===== src/hdl/irq_bits_pkg.sv =====
// constants shared by the crossing and pulse interrupt logic
// assumes a word-wide register port with one-cycle strobes
package irq_bits_pkg;

  // -------------------------------------------------------------
  // register port geometry
  // -------------------------------------------------------------
  localparam int          ADDR_W        = 4;    // register index width
  localparam int          DATA_W        = 32;   // register data width
  localparam int          SAMPLE_W_DEF  = 24;   // default sample width
  localparam int          CHAN_N        = 4;    // crossing channels

  // -------------------------------------------------------------
  // register indices
  // -------------------------------------------------------------
  localparam logic [3:0]  REG_STATUS    = 4'h0; // sticky flags
  localparam logic [3:0]  REG_ENABLE    = 4'h1; // per-flag enables
  localparam logic [3:0]  REG_THRESH    = 4'h2; // crossing threshold
  localparam logic [3:0]  REG_LIVE      = 4'h3; // live pin levels

  // -------------------------------------------------------------
  // field positions
  // -------------------------------------------------------------
  localparam int          PULSE_BIT     = 8;    // pulse one flag
  localparam int          NEUTRAL_BIT   = 7;    // neutral crossing
  localparam int          PHASE_C_BIT   = 6;    // phase c crossing
  localparam int          PHASE_B_BIT   = 5;    // phase b crossing
  localparam int          PHASE_A_BIT   = 4;    // phase a crossing
  localparam int          CROSS_LO_BIT  = 4;    // channel 0 flag bit
  localparam int          LIVE_PULSE_BIT = 0;   // filtered pulse level
  localparam int          LIVE_IRQ_BIT  = 1;    // interrupt request
  localparam logic [31:0] FLAG_MASK     = 32'h000001F0; // flag bits

  // -------------------------------------------------------------
  // reset values
  // -------------------------------------------------------------
  localparam logic [31:0] STATUS_RESET  = 32'h00000000;
  localparam logic [31:0] ENABLE_RESET  = 32'h00000000;
  localparam logic [31:0] THRESH_RESET  = 32'h00000000;

endpackage : irq_bits_pkg


===== src/hdl/crossing_if.sv =====
// bundle between the top and one zero-crossing detector
// assumes both ends run on core_clk
`timescale 1ns/1ps
interface crossing_if #(
  parameter int W = 24
);
  logic [W-1:0] sample;     // signed current sample
  logic         valid;      // sample strobe
  logic [W-1:0] threshold;  // crossing magnitude threshold
  logic         hit;        // one-cycle forward crossing event

  // detector end
  modport det  (input sample, input valid, input threshold,
                output hit);
  // feeding end
  modport feed (output sample, output valid, output threshold,
                input hit);
endinterface : crossing_if


===== src/hdl/crossing_pulse_irq_bits.sv =====
// pulse-output and forward zero-crossing interrupt flags
// assumes a single core_clk, a plain register port and a host that
// watches the active-low interrupt output
//
// Decided for this implementation: the plain strobed port and the placing of the registers.
`timescale 1ns/1ps
module crossing_pulse_irq_bits #(
  parameter int SAMPLE_W = irq_bits_pkg::SAMPLE_W_DEF
) (
  // clock and reset
  input  wire logic                            core_clk,
  input  wire logic                            rstn,
  // register port
  input  wire logic [irq_bits_pkg::ADDR_W-1:0] reg_addr,
  input  wire logic [irq_bits_pkg::DATA_W-1:0] reg_wdata,
  input  wire logic                            reg_wr,
  input  wire logic                            reg_rd,
  output logic      [irq_bits_pkg::DATA_W-1:0] reg_rdata,
  // pulse output pin, asynchronous to core_clk
  input  wire logic                            pulse_output_one,
  // current samples: a, b, c, neutral
  input  wire logic [SAMPLE_W-1:0]             phase_a_current,
  input  wire logic [SAMPLE_W-1:0]             phase_b_current,
  input  wire logic [SAMPLE_W-1:0]             phase_c_current,
  input  wire logic [SAMPLE_W-1:0]             neutral_current,
  input  wire logic                            sample_valid,
  // interrupt to the host
  output logic                                 irq_out_low
);
  import irq_bits_pkg::*;

  // -------------------------------------------------------------
  // parameter check
  // -------------------------------------------------------------
  // magnitude compare needs a sign bit and fits the data word
  if (SAMPLE_W < 2 || SAMPLE_W > DATA_W) begin : g_bad_width
    $error("SAMPLE_W must lie between 2 and the data width");
  end

  // -------------------------------------------------------------
  // state
  // -------------------------------------------------------------
  typedef struct packed {
    logic [2:0]          pin_sync;  // pulse pin synchroniser
    logic                pulse_lvl; // accepted pulse level
    logic [DATA_W-1:0]   flags;     // sticky interrupt flags
    logic [DATA_W-1:0]   enable;    // per-flag enables
    logic [SAMPLE_W-1:0] threshold; // crossing magnitude threshold
    logic [DATA_W-1:0]   rdata;     // read data, one cycle
    logic                irq_low;   // interrupt pin, active low
  } top_s;

  top_s q;       // registered state
  top_s next_q;  // next state

  // -------------------------------------------------------------
  // crossing detectors, one per channel
  // -------------------------------------------------------------
  logic [CHAN_N-1:0][SAMPLE_W-1:0] chan_sample; // a, b, c, neutral
  logic [CHAN_N-1:0]               cross_hit;   // crossing events

  // order matches flag bits 4 upward
  assign chan_sample[0] = phase_a_current;
  assign chan_sample[1] = phase_b_current;
  assign chan_sample[2] = phase_c_current;
  assign chan_sample[3] = neutral_current;

  // one detector per channel shares the threshold register
  for (genvar i = 0; i < CHAN_N; i++) begin : g_chan
    crossing_if #(.W(SAMPLE_W)) cx ();

    assign cx.sample    = chan_sample[i];
    assign cx.valid     = sample_valid;
    assign cx.threshold = q.threshold;
    assign cross_hit[i] = cx.hit;

    crossing_detect #(
      .W        (SAMPLE_W)
    ) u_det (
      .core_clk (core_clk),
      .rstn     (rstn),
      .cx       (cx.det)
    );
  end

  // -------------------------------------------------------------
  // event decode
  // -------------------------------------------------------------
  logic              pin_agree;  // second and third stage agree
  logic              pulse_rise; // accepted low to high change
  logic [DATA_W-1:0] set_bits;   // flags set this cycle
  logic [DATA_W-1:0] clr_bits;   // flags cleared this cycle
  logic              wr_status;  // write to status register
  logic              rd_status;  // read of status register

  // pulse edge counts once the late stages agree on high
  always_comb begin
    pin_agree  = (q.pin_sync[1] == q.pin_sync[2]);
    pulse_rise = pin_agree && q.pin_sync[2] && !q.pulse_lvl;
  end

  // gather the set requests of every source
  always_comb begin
    set_bits            = '0;
    set_bits[PULSE_BIT] = pulse_rise;
    set_bits[NEUTRAL_BIT] = cross_hit[NEUTRAL_BIT - CROSS_LO_BIT];
    set_bits[PHASE_C_BIT] = cross_hit[PHASE_C_BIT - CROSS_LO_BIT];
    set_bits[PHASE_B_BIT] = cross_hit[PHASE_B_BIT - CROSS_LO_BIT];
    set_bits[PHASE_A_BIT] = cross_hit[PHASE_A_BIT - CROSS_LO_BIT];
  end

  // clears: write one to a flag, or read the status register
  always_comb begin
    wr_status = reg_wr && (reg_addr == REG_STATUS);
    rd_status = reg_rd && (reg_addr == REG_STATUS);
    clr_bits  = '0;
    if (wr_status) begin
      clr_bits = reg_wdata & FLAG_MASK;
    end
    if (rd_status) begin
      clr_bits = FLAG_MASK;
    end
  end

  // -------------------------------------------------------------
  // next state
  // -------------------------------------------------------------
  always_comb begin
    next_q = q;

    // three-stage pin synchroniser, first stage feeds only the second
    next_q.pin_sync = {q.pin_sync[1:0], pulse_output_one};

    // accept a pin level only when the late stages agree
    if (pin_agree) begin
      next_q.pulse_lvl = q.pin_sync[2];
    end

    // sticky flags: a set in the clearing cycle wins
    next_q.flags = ((q.flags & ~clr_bits) | set_bits) & FLAG_MASK;

    // register writes
    if (reg_wr) begin
      case (reg_addr)
        REG_ENABLE: begin
          // cleared enables mask their flags off the interrupt pin
          next_q.enable = reg_wdata & FLAG_MASK;
        end
        REG_THRESH: begin
          // magnitude that the peak since the last crossing must exceed
          next_q.threshold = reg_wdata[SAMPLE_W-1:0];
        end
        default: begin
          // status handled above, others ignore writes
          next_q.threshold = q.threshold;
        end
      endcase
    end

    // read data stands for exactly one cycle after the strobe
    next_q.rdata = '0;
    if (reg_rd) begin
      case (reg_addr)
        REG_STATUS: begin
          // flags as they stood before this read cleared them
          next_q.rdata = q.flags;
        end
        REG_ENABLE: begin
          next_q.rdata = q.enable;
        end
        REG_THRESH: begin
          next_q.rdata = DATA_W'(q.threshold);
        end
        REG_LIVE: begin
          // live pin level and interrupt request
          next_q.rdata[LIVE_PULSE_BIT] = q.pulse_lvl;
          next_q.rdata[LIVE_IRQ_BIT]   = !q.irq_low;
        end
        default: begin
          // unmapped index reads as zero
          next_q.rdata = '0;
        end
      endcase
    end

    // pin low while any enabled flag is set, high once all clear
    next_q.irq_low = ~|(next_q.flags & next_q.enable);
  end

  // -------------------------------------------------------------
  // state register
  // -------------------------------------------------------------
  // reset leaves all flags clear and the pin released high
  always_ff @(posedge core_clk or negedge rstn) begin
    if (!rstn) begin
      q.pin_sync  <= 3'h0;
      q.pulse_lvl <= 1'b0;
      q.flags     <= STATUS_RESET;
      q.enable    <= ENABLE_RESET;
      q.threshold <= THRESH_RESET[SAMPLE_W-1:0];
      q.rdata     <= '0;
      q.irq_low   <= 1'b1;
    end else begin
      q <= next_q;
    end
  end

  // -------------------------------------------------------------
  // outputs, straight from flip-flops
  // -------------------------------------------------------------
  // the clearing write lowers the request in the same edge
  assign irq_out_low = q.irq_low;
  assign reg_rdata   = q.rdata;

endmodule : crossing_pulse_irq_bits


===== src/hdl/crossing_detect.sv =====
// forward zero-crossing detector for one current channel
// assumes samples arrive as two's complement words on core_clk
`timescale 1ns/1ps
module crossing_detect #(
  parameter int W = 24
) (
  // clock and reset
  input  wire logic      core_clk,
  input  wire logic      rstn,
  // sample side
  crossing_if.det        cx
);
  import irq_bits_pkg::*;

  // -------------------------------------------------------------
  // state
  // -------------------------------------------------------------
  typedef struct packed {
    logic         neg;   // last sample was negative
    logic [W-1:0] peak;  // largest magnitude since last crossing
    logic         hit;   // crossing event pulse
  } det_s;

  det_s q;       // registered state
  det_s next_q;  // next state

  // next state: track peak, fire on negative to non-negative
  always_comb begin
    logic [W-1:0] mag;
    logic [W-1:0] top;
    mag        = cx.sample[W-1] ? (-cx.sample) : cx.sample;
    top        = (mag > q.peak) ? mag : q.peak;
    next_q     = q;
    next_q.hit = 1'b0;
    if (cx.valid) begin
      if (cx.sample[W-1]) begin
        // negative half: keep building the peak
        next_q.neg  = 1'b1;
        next_q.peak = top;
      end else begin
        // forward crossing counts only above threshold
        next_q.hit  = q.neg && (top > cx.threshold);
        next_q.neg  = 1'b0;
        next_q.peak = q.neg ? mag : top;
      end
    end
  end

  // register the state
  always_ff @(posedge core_clk or negedge rstn) begin
    if (!rstn) begin
      q <= '0;
    end else begin
      q <= next_q;
    end
  end

  assign cx.hit = q.hit;

endmodule : crossing_detect


===== config.mk =====
export PLATFORM = sky130hd
export DESIGN_NAME = crossing_pulse_irq_bits
export DESIGN_NICKNAME = d
export VERILOG_FILES = /design/src/hdl/irq_bits_pkg.sv /design/src/hdl/crossing_if.sv /design/src/hdl/crossing_pulse_irq_bits.sv /design/src/hdl/crossing_detect.sv
export SDC_FILE = /design/constraint.sdc
export NUM_CORES = 1
export LEC_CHECK = 0
export ABC_AREA = 1
export BUFFER_PORTS_ARGS = -buffer_cell sky130_fd_sc_hd__buf_2
export CAP_MARGIN = 20
export CORE_ASPECT_RATIO = 0.5
export CORE_MARGIN = 3
export CORE_UTILIZATION = 50
export DETAILED_ROUTE_END_ITERATION = 6
export PLACE_DENSITY = 0.72
export RECOVER_POWER = 25
export SKIP_LAST_GASP = 1
export SLEW_MARGIN = 10
export SYNTH_ARGS = -nofsm -noshare
export SYNTH_HDL_FRONTEND = slang
export SYNTH_SLANG_ARGS = --single-unit

===== constraint.sdc =====
create_clock -name core_clk -period 2.7 [get_ports core_clk]
set_input_delay 0.135 -clock core_clk [delete_from_list [all_inputs] [get_ports core_clk]]
set_output_delay 0.135 -clock core_clk [all_outputs]
set_load 0.02 [all_outputs]

==> results of run 1 <==
[registers in the layout, indices dropped and copies added, names as in the netlist]
name,count
reg_rdata,24
next_q,2
g_chan.u_det.q,100
irq_out_low,1
q,12
g_chan.cx.threshold,24
g_chan.u_det.cx.hit,4
[metal layers]
layer / wire length [um] / global-route usage [%]
met4: 3255 / 13.37
met5: 0 / 0
met1: 25310 / 41.13
met2: 29950 / 54.27
met3: 5632 / 5.208
[cells by family (layout without fill, tap and decap cells)]
kind of cell | after synthesis | after routing | share of synthesized area [%]
AND/OR/NAND/NOR | 1358 | 1361 | 36.04
buffers and inverters | 533 | 1171 | 13.28
AO/OA/AOI/OAI | 288 | 288 | 9.644
adder cells (fa/ha/maj) | 197 | 197 | 14.54
flip-flops | 167 | 167 | 24.65
XOR/XNOR | 34 | 34 | 1.756
other | 1 | 8 | 0.02211
multiplexers | 1 | 1 | 0.06640
[metrics by stage]
step                TNS (ns)  std cells  setup WS [ns]  cell area (um2)  total power, mW
finish                -2.806       3659        -0.8285            24740            23.94
global route          -3.661       3659        -0.9661            24740            25.63
CTS                   -2.877       3644        -0.6210            23390            21.13
detailed placement    -14.62       3532         -1.174            21480            16.78
global placement      -11.74       3532         -1.114            21480            16.33
floorplan             -1.799       2586        -0.4625            17220            11.98
[repair_timing]
| action | 4_1_cts | 5_1_grt |
|---|---|---|
| buffers inserted | 52 | 30 |
| pin swaps | 73 | 147 |
| endpoints found under the setup margin | 4 | 20 |
| hold buffers | 25 | 0 |
| gates cloned | 3 | 2 |
| hold endpoints to repair | 96 | 0 |
| gates resized for setup | 127 | 275 |
[cells in the final DEF, fill, tap and decap left out, types with 5 or more instances in the layout]
master / count
nand3b_1: 56
nand2_2: 70
ha_4: 55
inv_1: 409
buf_4: 492
clkinvlp_4: 7
conb_1: 8
inv_2: 12
o21ai_0: 56
o211ai_1: 7
nor2_1: 153
buf_2: 141
and2_1: 45
a21o_1: 7
o22ai_1: 80
nand2_8: 5
xor2_1: 30
clkbuf_16: 17
nand3_4: 16
and2_4: 44
o21ai_1: 14
nor3_1: 5
nand3_2: 29
nor2_2: 32
nand2_4: 17
buf_12: 15
nand2_1: 626
a21oi_1: 88
nand3_1: 189
dlygate4sd3_1: 25
buf_6: 29
nand4_1: 34
ha_1: 141
nor2_4: 29
o21a_1: 6
dfrtp_1: 166
a21oi_2: 13
[cell type report]
class | count | area (um2) | share of cell area [%]
Timing Repair Buffer | 710 | 5380 | 21.74
Sequential cell | 167 | 4180 | 16.90
Clock buffer | 20 | 446.7 | 1.805
Tap cell | 432 | 540.5 | 2.185
Inverter | 429 | 1645 | 6.650
Multi-Input combinational cell | 1889 | 12430 | 50.23
Clock inverter | 12 | 121.4 | 0.4905
[worst min path at each step]
stage                     cells past startpoint                         to          from  slack, ns
final                                         3  g_chan[0].cx.threshold[4]  reg_wdata[4]      0.008
after global routing                          3  g_chan[0].cx.threshold[4]  reg_wdata[4]       0.02
after CTS                                     3  g_chan[0].cx.threshold[6]  reg_wdata[6]      0.003
after detailed placement                      1      g_chan[0].u_det.q[16]          rstn       0.20
after global placement                        1      g_chan[0].u_det.q[16]          rstn       0.21
after floorplan                               0  g_chan[0].cx.threshold[0]          rstn      -0.16
[cell usage after synthesis]
cell type | n | share of area, %
a211oi_1 | 5 | 0.22
a21o_1 | 7 | 0.31
a21oi_1 | 103 | 3.0
a31oi_1 | 1 | 0.037
a32o_1 | 1 | 0.059
a41oi_1 | 1 | 0.052
and2_1 | 89 | 3.3
buf_1 | 9 | 0.20
buf_2 | 26 | 0.77
buf_4 | 38 | 1.7
buf_6 | 10 | 0.66
clkbuf_1 | 20 | 0.44
clkbuf_2 | 1 | 0.029
conb_1 | 1 | 0.022
dfrtp_1 | 166 | 24
dfstp_2 | 1 | 0.15
ha_1 | 197 | 15
inv_1 | 428 | 9.5
inv_2 | 1 | 0.022
mux2_2 | 1 | 0.066
nand2_1 | 698 | 15
nand2_2 | 12 | 0.44
nand2_4 | 5 | 0.33
nand3_1 | 222 | 6.6
nand3_2 | 10 | 0.59
nand3_4 | 2 | 0.21
nand3b_1 | 56 | 2.5
nand4_1 | 34 | 1.3
nand4_2 | 1 | 0.074
nor2_1 | 208 | 4.6
nor2_2 | 4 | 0.15
nor2_4 | 2 | 0.13
nor3_1 | 11 | 0.32
nor3_2 | 1 | 0.059
o211ai_1 | 7 | 0.31
o21a_1 | 6 | 0.27
o21ai_0 | 71 | 2.1
o21ai_1 | 1 | 0.029
o21ai_4 | 1 | 0.096
o21bai_1 | 1 | 0.044
o22ai_1 | 80 | 3.0
o31ai_1 | 3 | 0.13
or2_2 | 3 | 0.11
xor2_1 | 34 | 1.8
[critical path, delay by kind of cell]
kind                     cells  cell delay (ns)
AND/OR/NAND/NOR             17             1.98
AO/OA/AOI/OAI                3             0.52
buffers and inverters        5             0.49
adder cells (fa/ha/maj)      3             0.75
[power by group]
part	internal (mW)	switching (mW)
Sequential	3.35	0.301
Clock	1.31	1.22
Combinational	8.33	9.44
Total	13.0	11.0
==> flow_summary_export.csv, run 1 <==
group,metric,value,unit
clock_tree,cts_tree,"built",
synthesis,ys_seq_elements,167,
die,core-area,0.03252,mm2
worst_setup_path,worst_setup_path_end_kind,"flip-flop",
worst_setup_path,r2r_start,"g_chan[0].u_det.q[20]",
worst_setup_path,worstPathArrival,3.88,ns
placed_design,dp_hpwl,42260,um
sta,hold-worst-slack,0.008416,ns
global_route,grt_pass1_vias,18906,
global_route,track_usage,32.11,%
drt,drt_iter0_markers,2390,
final_layout,fill_cells,2162,
clock_tree,clkLatencyLatePin,0.46,ns
worst_setup_path,worst_path_max_delay_cell,"ha_1",
worst_setup_path,path_class,"primary input to flip-flop",
drt,first_pass_iters,6,
clock_tree,clock-sinks,167,
die,start_util,52.15,%
power_and_ir_drop,p_per_area,967.6,mW/mm2
die,rows,46,
final_layout,antenna_cells,0,
sta,period_share,130.7,%
synthesis,syn_area,0.01696,mm2
run_status,status,"complete, but fails checks",
min_path,hp-class,"primary input to flip-flop",
clock_tree,clk_pin_slew,0.07,ns
sta,layout_setup_ws,-0.8285,ns
die,ios,171,
global_route,overflow,0,
power_and_ir_drop,power.leakage,13.24,nW
clock_tree,htreeDepth,4,
worst_setup_path,cp.required,3.05,ns
drt,wl_per_cell,17.53,um
worst_setup_path,r2r_setup_slack,-0.61,ns
final_layout,drive_above_1_share,33.25,%
run_status,violations,"capacitance limit, slew limit, setup timing",
synthesis,synth-seq-area-share,24.65,%
sta,hold_viol,0,
final_layout,utilization,76.09,%
global_route,grt_first_pass_wirelength,93210,um
synthesis,netlist_instances,2579,
die,die_h,136.2,um
drt,num_vias,20512,
flow_run,drv_cap,1,
clock_tree,cts_made_buffers,17,
final_layout,layout.nets,3549,
sta,max_freq,283.4,MHz
sta,setup_viol,4,
drt,wirelength,64150,um
global_route,grt_max_degree,71,
clock_tree,clockRootBuffer,"clkbuf_16",
clock_tree,cts_buffer_depth,2,
sta,rsz0062_at_grt,"true",
drt,remaining_drc_errors,0,
sta,worstMarginPinSlew,1.957,ns
synthesis,syn_avg_cell_area,6.575,um2
sta,min_period,3.529,ns
drt,antenna_left,0,
drt,viasPerCell,5.606,
synthesis,ys_warn_count,0,
worst_setup_path,slowest_delay,0.32,ns
worst_setup_path,r2r-end,"g_chan[0].u_det.cx.hit",
sta,maxSlewHeadroom,-30.47,%
power_and_ir_drop,peakVddDrop,0.5159,mV
worst_setup_path,crit_fanout,8,
worst_setup_path,critPathLaunchType,"primary input",
worst_setup_path,timing.critical_path.to,"g_chan[0].u_det.cx.hit",
sta,drv_slew,70,
final_layout,syn_to_final_growth,45.91,%
global_route,antenna_found_initial,0,
die,die_w,266.4,um
worst_setup_path,r2r_cells,18,
die,die_area,0.03629,mm2
synthesis,synth.distinct_cells,44,
worst_setup_path,crit_start,"phase_a_current[0]",
placed_design,port_buffers,154,
placed_design,globalplace.congestion,0.9503,
sta,finClkSkew,0.01407,ns
Power figures use the tool's default switching activity.
==> run 2: changes to the inputs <==
--- a/config.mk
+++ b/config.mk
@@ -12,8 +12,9 @@
 export CORE_MARGIN = 3
 export CORE_UTILIZATION = 50
 export DETAILED_ROUTE_END_ITERATION = 6
-export PLACE_DENSITY = 0.72
+export PLACE_DENSITY = 0.69
 export RECOVER_POWER = 25
+export SKIP_CTS_REPAIR_TIMING = 1
 export SKIP_LAST_GASP = 1
 export SLEW_MARGIN = 10
 export SYNTH_ARGS = -nofsm -noshare
==> constraint.sdc (replaced) <==
create_clock -name core_clk -period 3.95 [get_ports core_clk]
set_input_delay 0.1975 -clock core_clk [delete_from_list [all_inputs] [get_ports core_clk]]
set_output_delay 0.1975 -clock core_clk [all_outputs]
set_load 0.02 [all_outputs]
==> flow_summary_export.csv, run 2 (same netlist as run 1, synthesis figures left out) <==
group,metric,value,unit
run_status,status,"complete, but fails checks",
run_status,violations,"hold timing, capacitance limit, slew limit",
final_layout,finalInstanceArea,0.01947,mm2
power_and_ir_drop,p_total,12.15,mW
placed_design,port_buffers,154,
sta,maxSlewHeadroom,-94.51,%
sta,drv_slew,148,
drt,met1_length,23510,um
clock_tree,cts_buffer_depth,2,
drt,first_pass_iters,6,
drt,num_vias,17187,
drt,antenna_left,0,
placed_design,dp_hpwl,38180,um
sta,setup_viol,0,
worst_setup_path,slowest_delay,1.74,ns
die,die_area,0.03629,mm2
drt,remaining_drc_errors,0,
min_path,hp-class,"primary input to flip-flop",
placed_design,place_worst_setup_slack,-0.05283,ns
min_path,min_path_cells,3,
placed_design,globalplace.congestion,0.9220,
final_layout,syn_to_final_growth,14.81,%
worst_setup_path,path_cells,"buf_4 > clkbuf_1 > nand2_1 > o22ai_1 > inv_1 > nand2_1",
worst_setup_path,cp_top_family,"buffers and inverters",
flow_run,drv_cap,3,
sta,finClkSkew,0.01401,ns
clock_tree,clkLatencyLatePin,0.46,ns
sta,rsz0062_at_grt,"true",
global_route,grt_max_degree,75,
sta,layout_setup_ws,0.2795,ns
worst_setup_path,cp.required,4.34,ns
power_and_ir_drop,share_comb_of_total_power,65.6,%
power_and_ir_drop,clkPwrFrac,14.1,%
sta,min_period,3.670,ns
power_and_ir_drop,p_int,6.434,mW
clock_tree,htreeDepth,4,
global_route,antenna_found_initial,1,
die,start_util,52.15,%
power_and_ir_drop,switchingPower,5.716,mW
clock_tree,clk_pin_slew,0.07,ns
worst_setup_path,crit_fanout,46,
power_and_ir_drop,seqPwrFrac,20.3,%
sta,period_share,92.92,%
worst_setup_path,cp_common_cell,"nand2_1",
placed_design,place_area,0.01883,mm2
final_layout,layout.nets,3147,
drt,wl_met3,2476,um
drt,wl_met2,23230,um
sta,hold_viol,1,
worst_setup_path,r2r-end,"g_chan[3].u_det.cx.hit",
power_and_ir_drop,swShare,47.04,%
power_and_ir_drop,peakVddDrop,0.3059,mV
final_layout,top_register,"g_chan.u_det.q",
final_layout,final_cell_mix,"nand2_1 (698), inv_1 (428), nand3_1 (222), nor2_1 (208), ha_1 (197)",
drt,viasPerCell,5.275,
sta,setup_tns,0,ns
die,core-area,0.03252,mm2
final_layout,stdcell_count,3258,
clock_tree,clockRootBuffer,"clkbuf_16",
worst_setup_path,path_class,"primary input to flip-flop",
worst_setup_path,worst_path_max_delay_cell,"clkbuf_1",
final_layout,utilization,59.87,%
die,rows,46,
global_route,overflow,0,
clock_tree,clock-sinks,167,
die,die_h,136.2,um
power_and_ir_drop,power.leakage,10.94,nW
drt,drt_iter0_markers,1380,
worst_setup_path,worstPathArrival,4.06,ns
final_layout,largest_reg_flops,100,
worst_setup_path,crit_start,"sample_valid",
clock_tree,cts_tree,"built",
die,ios,171,
sta,hold-worst-slack,-0.01534,ns
die,die_w,266.4,um
global_route,grt_first_pass_wirelength,80110,um
worst_setup_path,timing.critical_path.to,"g_chan[0].u_det.q[2]",
drt,wl_per_cell,15.37,um
worst_setup_path,worst_setup_path_end_kind,"flip-flop",
worst_setup_path,r2r_setup_slack,0.78,ns
worst_setup_path,critPathLaunchType,"primary input",
worst_setup_path,path_buf_inv,3,
sta,max_freq,272.4,MHz
final_layout,drive_above_1_share,13.27,%
global_route,grt_pass1_vias,16026,
global_route,track_usage,27.73,%
worst_setup_path,worst-path-stages,6,
drt,top_layer_used,"met4",
power_and_ir_drop,p_per_area,624.1,mW/mm2
sta,worstMarginPinSlew,2.918,ns
worst_setup_path,r2r_start,"g_chan[3].u_det.q[24]",
drt,wirelength,50070,um
worst_setup_path,r2r_cells,18,
final_layout,mostFrequentLayoutCell,"nand2_1",
clock_tree,cts_made_buffers,17,
placed_design,dp.cells,3218,
[run 2: layout make-up]
cell class / instances / area (um2)
diodes: 1 / 2.502
clock buffers: 20 / 456.7
clock inverters: 12 / 116.4
fillers: 3160 / 13050
inverters: 429 / 1610
multi-input cells: 1886 / 10570
flip-flops and latches: 167 / 4180
well taps: 432 / 540.5
repair buffers: 311 / 1992
[run 2: how the worst min path moves through the flow]
| stage | from | end | slack (ns) |
|---|---|---|---|
| detailed placement | rstn | g_chan[0].u_det.q[19] | 0.22 |
| floorplan | rstn | g_chan[0].cx.threshold[0] | -0.1 |
| global placement | rstn | g_chan[0].u_det.q[18] | 0.22 |
| CTS | rstn | g_chan[0].u_det.q[19] | -0.27 |
| finish | reg_wdata[12] | g_chan[0].cx.threshold[12] | -0.02 |
| global route | reg_wdata[12] | g_chan[0].cx.threshold[12] | 0.009 |
[run 2: power groups by stage]
stage	clock network, mW	logic [mW]	registers [mW]
4_1_cts	1.73	7.87	2.47
6_report	1.71	7.97	2.47
2_1_floorplan	0	5.63	2.46
3_5_place_dp	0	7.81	2.50
5_1_grt	1.79	9.15	2.53
3_3_place_gp	0	7.58	2.48
[run 2: per-layer routing]
layer | global-route usage (%) | vias up
li1 | - | 8705
met1 | 37.84 | 8018
met2 | 46.45 | 406
met3 | 3.725 | 58
met4 | 7.568 | 0
met5 | 0 | -
[run 2: worst reg2reg max path: cells and delay by family, from the launching register on]
kind | cells | cell delay (ns)
and+or+nand+nor | 10 | 1.29
DFF | 1 | 0.35
adders and majority gates | 2 | 0.58
buffers and inverters | 2 | 0.29
AOI/OAI and AO/OA | 4 | 0.57
==> run 3: changes to the inputs <==
--- a/config.mk
+++ b/config.mk
@@ -8,11 +8,13 @@
 export ABC_AREA = 1
 export BUFFER_PORTS_ARGS = -buffer_cell sky130_fd_sc_hd__buf_2
 export CAP_MARGIN = 20
+export CELL_PAD_IN_SITES_DETAIL_PLACEMENT = 1
+export CELL_PAD_IN_SITES_GLOBAL_PLACEMENT = 1
 export CORE_ASPECT_RATIO = 0.5
 export CORE_MARGIN = 3
-export CORE_UTILIZATION = 50
+export CORE_UTILIZATION = 44
 export DETAILED_ROUTE_END_ITERATION = 6
-export PLACE_DENSITY = 0.69
+export PLACE_DENSITY_LB_ADDON = 0.1
 export RECOVER_POWER = 25
 export SKIP_CTS_REPAIR_TIMING = 1
 export SKIP_LAST_GASP = 1
==> flow_summary_export.csv, run 3 (same netlist as run 1, synthesis figures left out) <==
group,metric,value,unit
drt,num_vias,18057,
worst_setup_path,r2r-end,"g_chan[3].u_det.cx.hit",
power_and_ir_drop,share_comb_of_total_power,67.7,%
worst_setup_path,cp_common_cell,"nand2_1",
die,die_w,283.6,um
worst_setup_path,cp_top_family,"simple AND/OR/NAND/NOR gates",
sta,max_freq,265.0,MHz
die,die_area,0.04107,mm2
clock_tree,cts_buffer_depth,2,
power_and_ir_drop,clkPwrFrac,13.3,%
final_layout,largest_reg_flops,100,
sta,hold-worst-slack,-0.01312,ns
final_layout,mostFrequentLayoutCell,"nand2_1",
power_and_ir_drop,seqPwrFrac,19.0,%
clock_tree,clockRootBuffer,"clkbuf_16",
drt,drt_iter0_markers,1070,
clock_tree,cts_tree,"built",
clock_tree,htreeDepth,4,
sta,layout_setup_ws,0.1767,ns
sta,maxSlewHeadroom,-23.21,%
sta,drv_slew,97,
final_layout,regArea,0.004180,mm2
min_path,holdPathEnd,"g_chan[0].cx.threshold[19]",
run_status,status,"complete, but fails checks",
worst_setup_path,worst-path-stages,27,
die,core-area,0.03772,mm2
final_layout,fill_cells,5129,
drt,wl_per_cell,17.96,um
clock_tree,clk_pin_slew,0.08,ns
global_route,antenna_found_initial,0,
min_path,min_from,"reg_wdata[19]",
drt,antenna_left,0,
die,rows,50,
die,ios,171,
final_layout,drive_above_1_share,16.12,%
drt,first_pass_iters,5,
worst_setup_path,worstPathArrival,4.16,ns
power_and_ir_drop,swShare,48.57,%
placed_design,port_buffers,154,
sta,rsz0062_at_grt,"true",
worst_setup_path,path_buf_inv,6,
drt,viasPerCell,5.294,
die,die_h,144.8,um
placed_design,place_worst_setup_slack,-0.1974,ns
worst_setup_path,path_class,"primary input to flip-flop",
worst_setup_path,r2r_start,"g_chan[3].u_det.q[8]",
clock_tree,clkLatencyLatePin,0.47,ns
min_path,min_path_cells,3,
sta,hold_viol,3,
global_route,track_usage,28.68,%
worst_setup_path,slowest_delay,0.33,ns
final_layout,final_cell_mix,"nand2_1 (698), inv_1 (428), nand3_1 (220), buf_4 (205), nor2_1 (200)",
global_route,grt_first_pass_wirelength,93210,um
worst_setup_path,r2r_setup_slack,0.61,ns
placed_design,globalplace.congestion,0.8814,
power_and_ir_drop,switchingPower,6.369,mW
run_status,violations,"hold timing, capacitance limit, slew limit",
worst_setup_path,cp.required,4.34,ns
power_and_ir_drop,power.leakage,11.31,nW
worst_setup_path,r2r_cells,21,
die,start_util,44.95,%
global_route,grt_max_degree,69,
power_and_ir_drop,p_int,6.743,mW
global_route,grt_pass1_vias,18100,
global_route,overflow,0,
min_path,hp-class,"primary input to flip-flop",
sta,min_period,3.773,ns
drt,wirelength,61260,um
flow_run,drv_cap,3,
worst_setup_path,worst_path_max_delay_cell,"ha_1",
power_and_ir_drop,p_total,13.11,mW
placed_design,dp_hpwl,45830,um
drt,remaining_drc_errors,0,
sta,setup_viol,0,
sta,worstMarginPinSlew,1.848,ns
clock_tree,cts_made_buffers,17,
final_layout,layout.nets,3213,
final_layout,multiInputGateArea,0.01070,mm2
worst_setup_path,critPathLaunchType,"primary input",
final_layout,top_register,"g_chan.u_det.q",
sta,period_share,95.53,%
power_and_ir_drop,p_per_area,647.8,mW/mm2
final_layout,syn_to_final_growth,19.37,%
worst_setup_path,crit_fanout,9,
sta,finClkSkew,0.01367,ns
final_layout,antenna_cells,0,
worst_setup_path,worst_setup_path_end_kind,"flip-flop",
clock_tree,clock-sinks,167,
power_and_ir_drop,peakVddDrop,0.3296,mV
run 3: changes by cell type in the layout (fill, tap and decap cells not counted), sizes merged:
| cell | delta |
|---|---|
| buf | +65 |
| bufinv | -1 |
| clkbuf | +3 |
| clkinv | +2 |
| clkinvlp | -4 |
| diode | -1 |
| dlygate4sd2 | -1 |
| dlygate4sd3 | -3 |
| inv | +2 |
| nand2 | +2 |
| o21ai | +1 |
run 3: worst max path at each step:
stage / start / to / slack [ns]
2_1_floorplan: neutral_current[0] / g_chan[3].u_det.cx.hit / 0.52
3_3_place_gp: neutral_current[1] / g_chan[3].u_det.cx.hit / -0.07
3_5_place_dp: neutral_current[0] / g_chan[3].u_det.cx.hit / -0.20
4_1_cts: neutral_current[0] / g_chan[3].u_det.cx.hit / 0.27
5_1_grt: phase_a_current[1] / g_chan[0].u_det.cx.hit / -0.1
6_report: phase_a_current[1] / g_chan[0].u_det.cx.hit / 0.18
run 3: power by group through the flow:
stage,sequential [mW],combinational (mW),clock [mW]
after floorplan,2.46,5.63,0
after global placement,2.48,7.98,0
after detailed placement,2.52,8.38,0
after CTS,2.49,8.54,1.75
after global routing,2.54,10.0,1.81
final,2.49,8.88,1.74
run 3: routing by layer:
metal  GRT usage, %  vias up  wire length, um
li1               -     8838                -
met1          37.55     8786            28580
met2          50.09      348            28900
met3          3.631       85             2511
met4          8.824        0             1273
met5              0        -                0
run 3: per-stage QoR:
stage | cells | utilization (%) | setup TNS, ns | area [um2]
3_5_place_dp | 3361 | 51.36 | -0.7099 | 19370
2_1_floorplan | 2586 | - | 0 | 16980
5_1_grt | 3411 | 53.66 | -0.2415 | 20240
6_report | 3411 | 53.66 | 0 | 20240
4_1_cts | 3393 | 52.86 | 0 | 19940
3_3_place_gp | 3361 | 51.36 | -0.1660 | 19370
run 3: worst reg2reg max path, stage by stage (launching register included):
cell	delay [ns]
dfrtp_1	0.33
inv_1	0.07
ha_1	0.30
nand2_1	0.09
nor2_1	0.37
nand2_1	0.10
nand2_1	0.11
nand2_1	0.10
nand3_4	0.12
buf_4	0.14
buf_4	0.11
nand3_1	0.08
and2_1	0.15
ha_1	0.27
nand2_1	0.05
inv_1	0.06
nand3_1	0.11
nor3_1	0.16
buf_4	0.15
nand2_1	0.11
o21ai_0	0.19
nor2_1	0.07
run 3: layout make-up:
class	count	share of cell area, %
Multi-Input combinational cell	1889	52.85
Tap cell	520	3.214
Inverter	429	7.955
Clock buffer	21	2.374
Clock inverter	11	0.4327
Timing Repair Buffer	374	12.52
Sequential cell	167	20.65
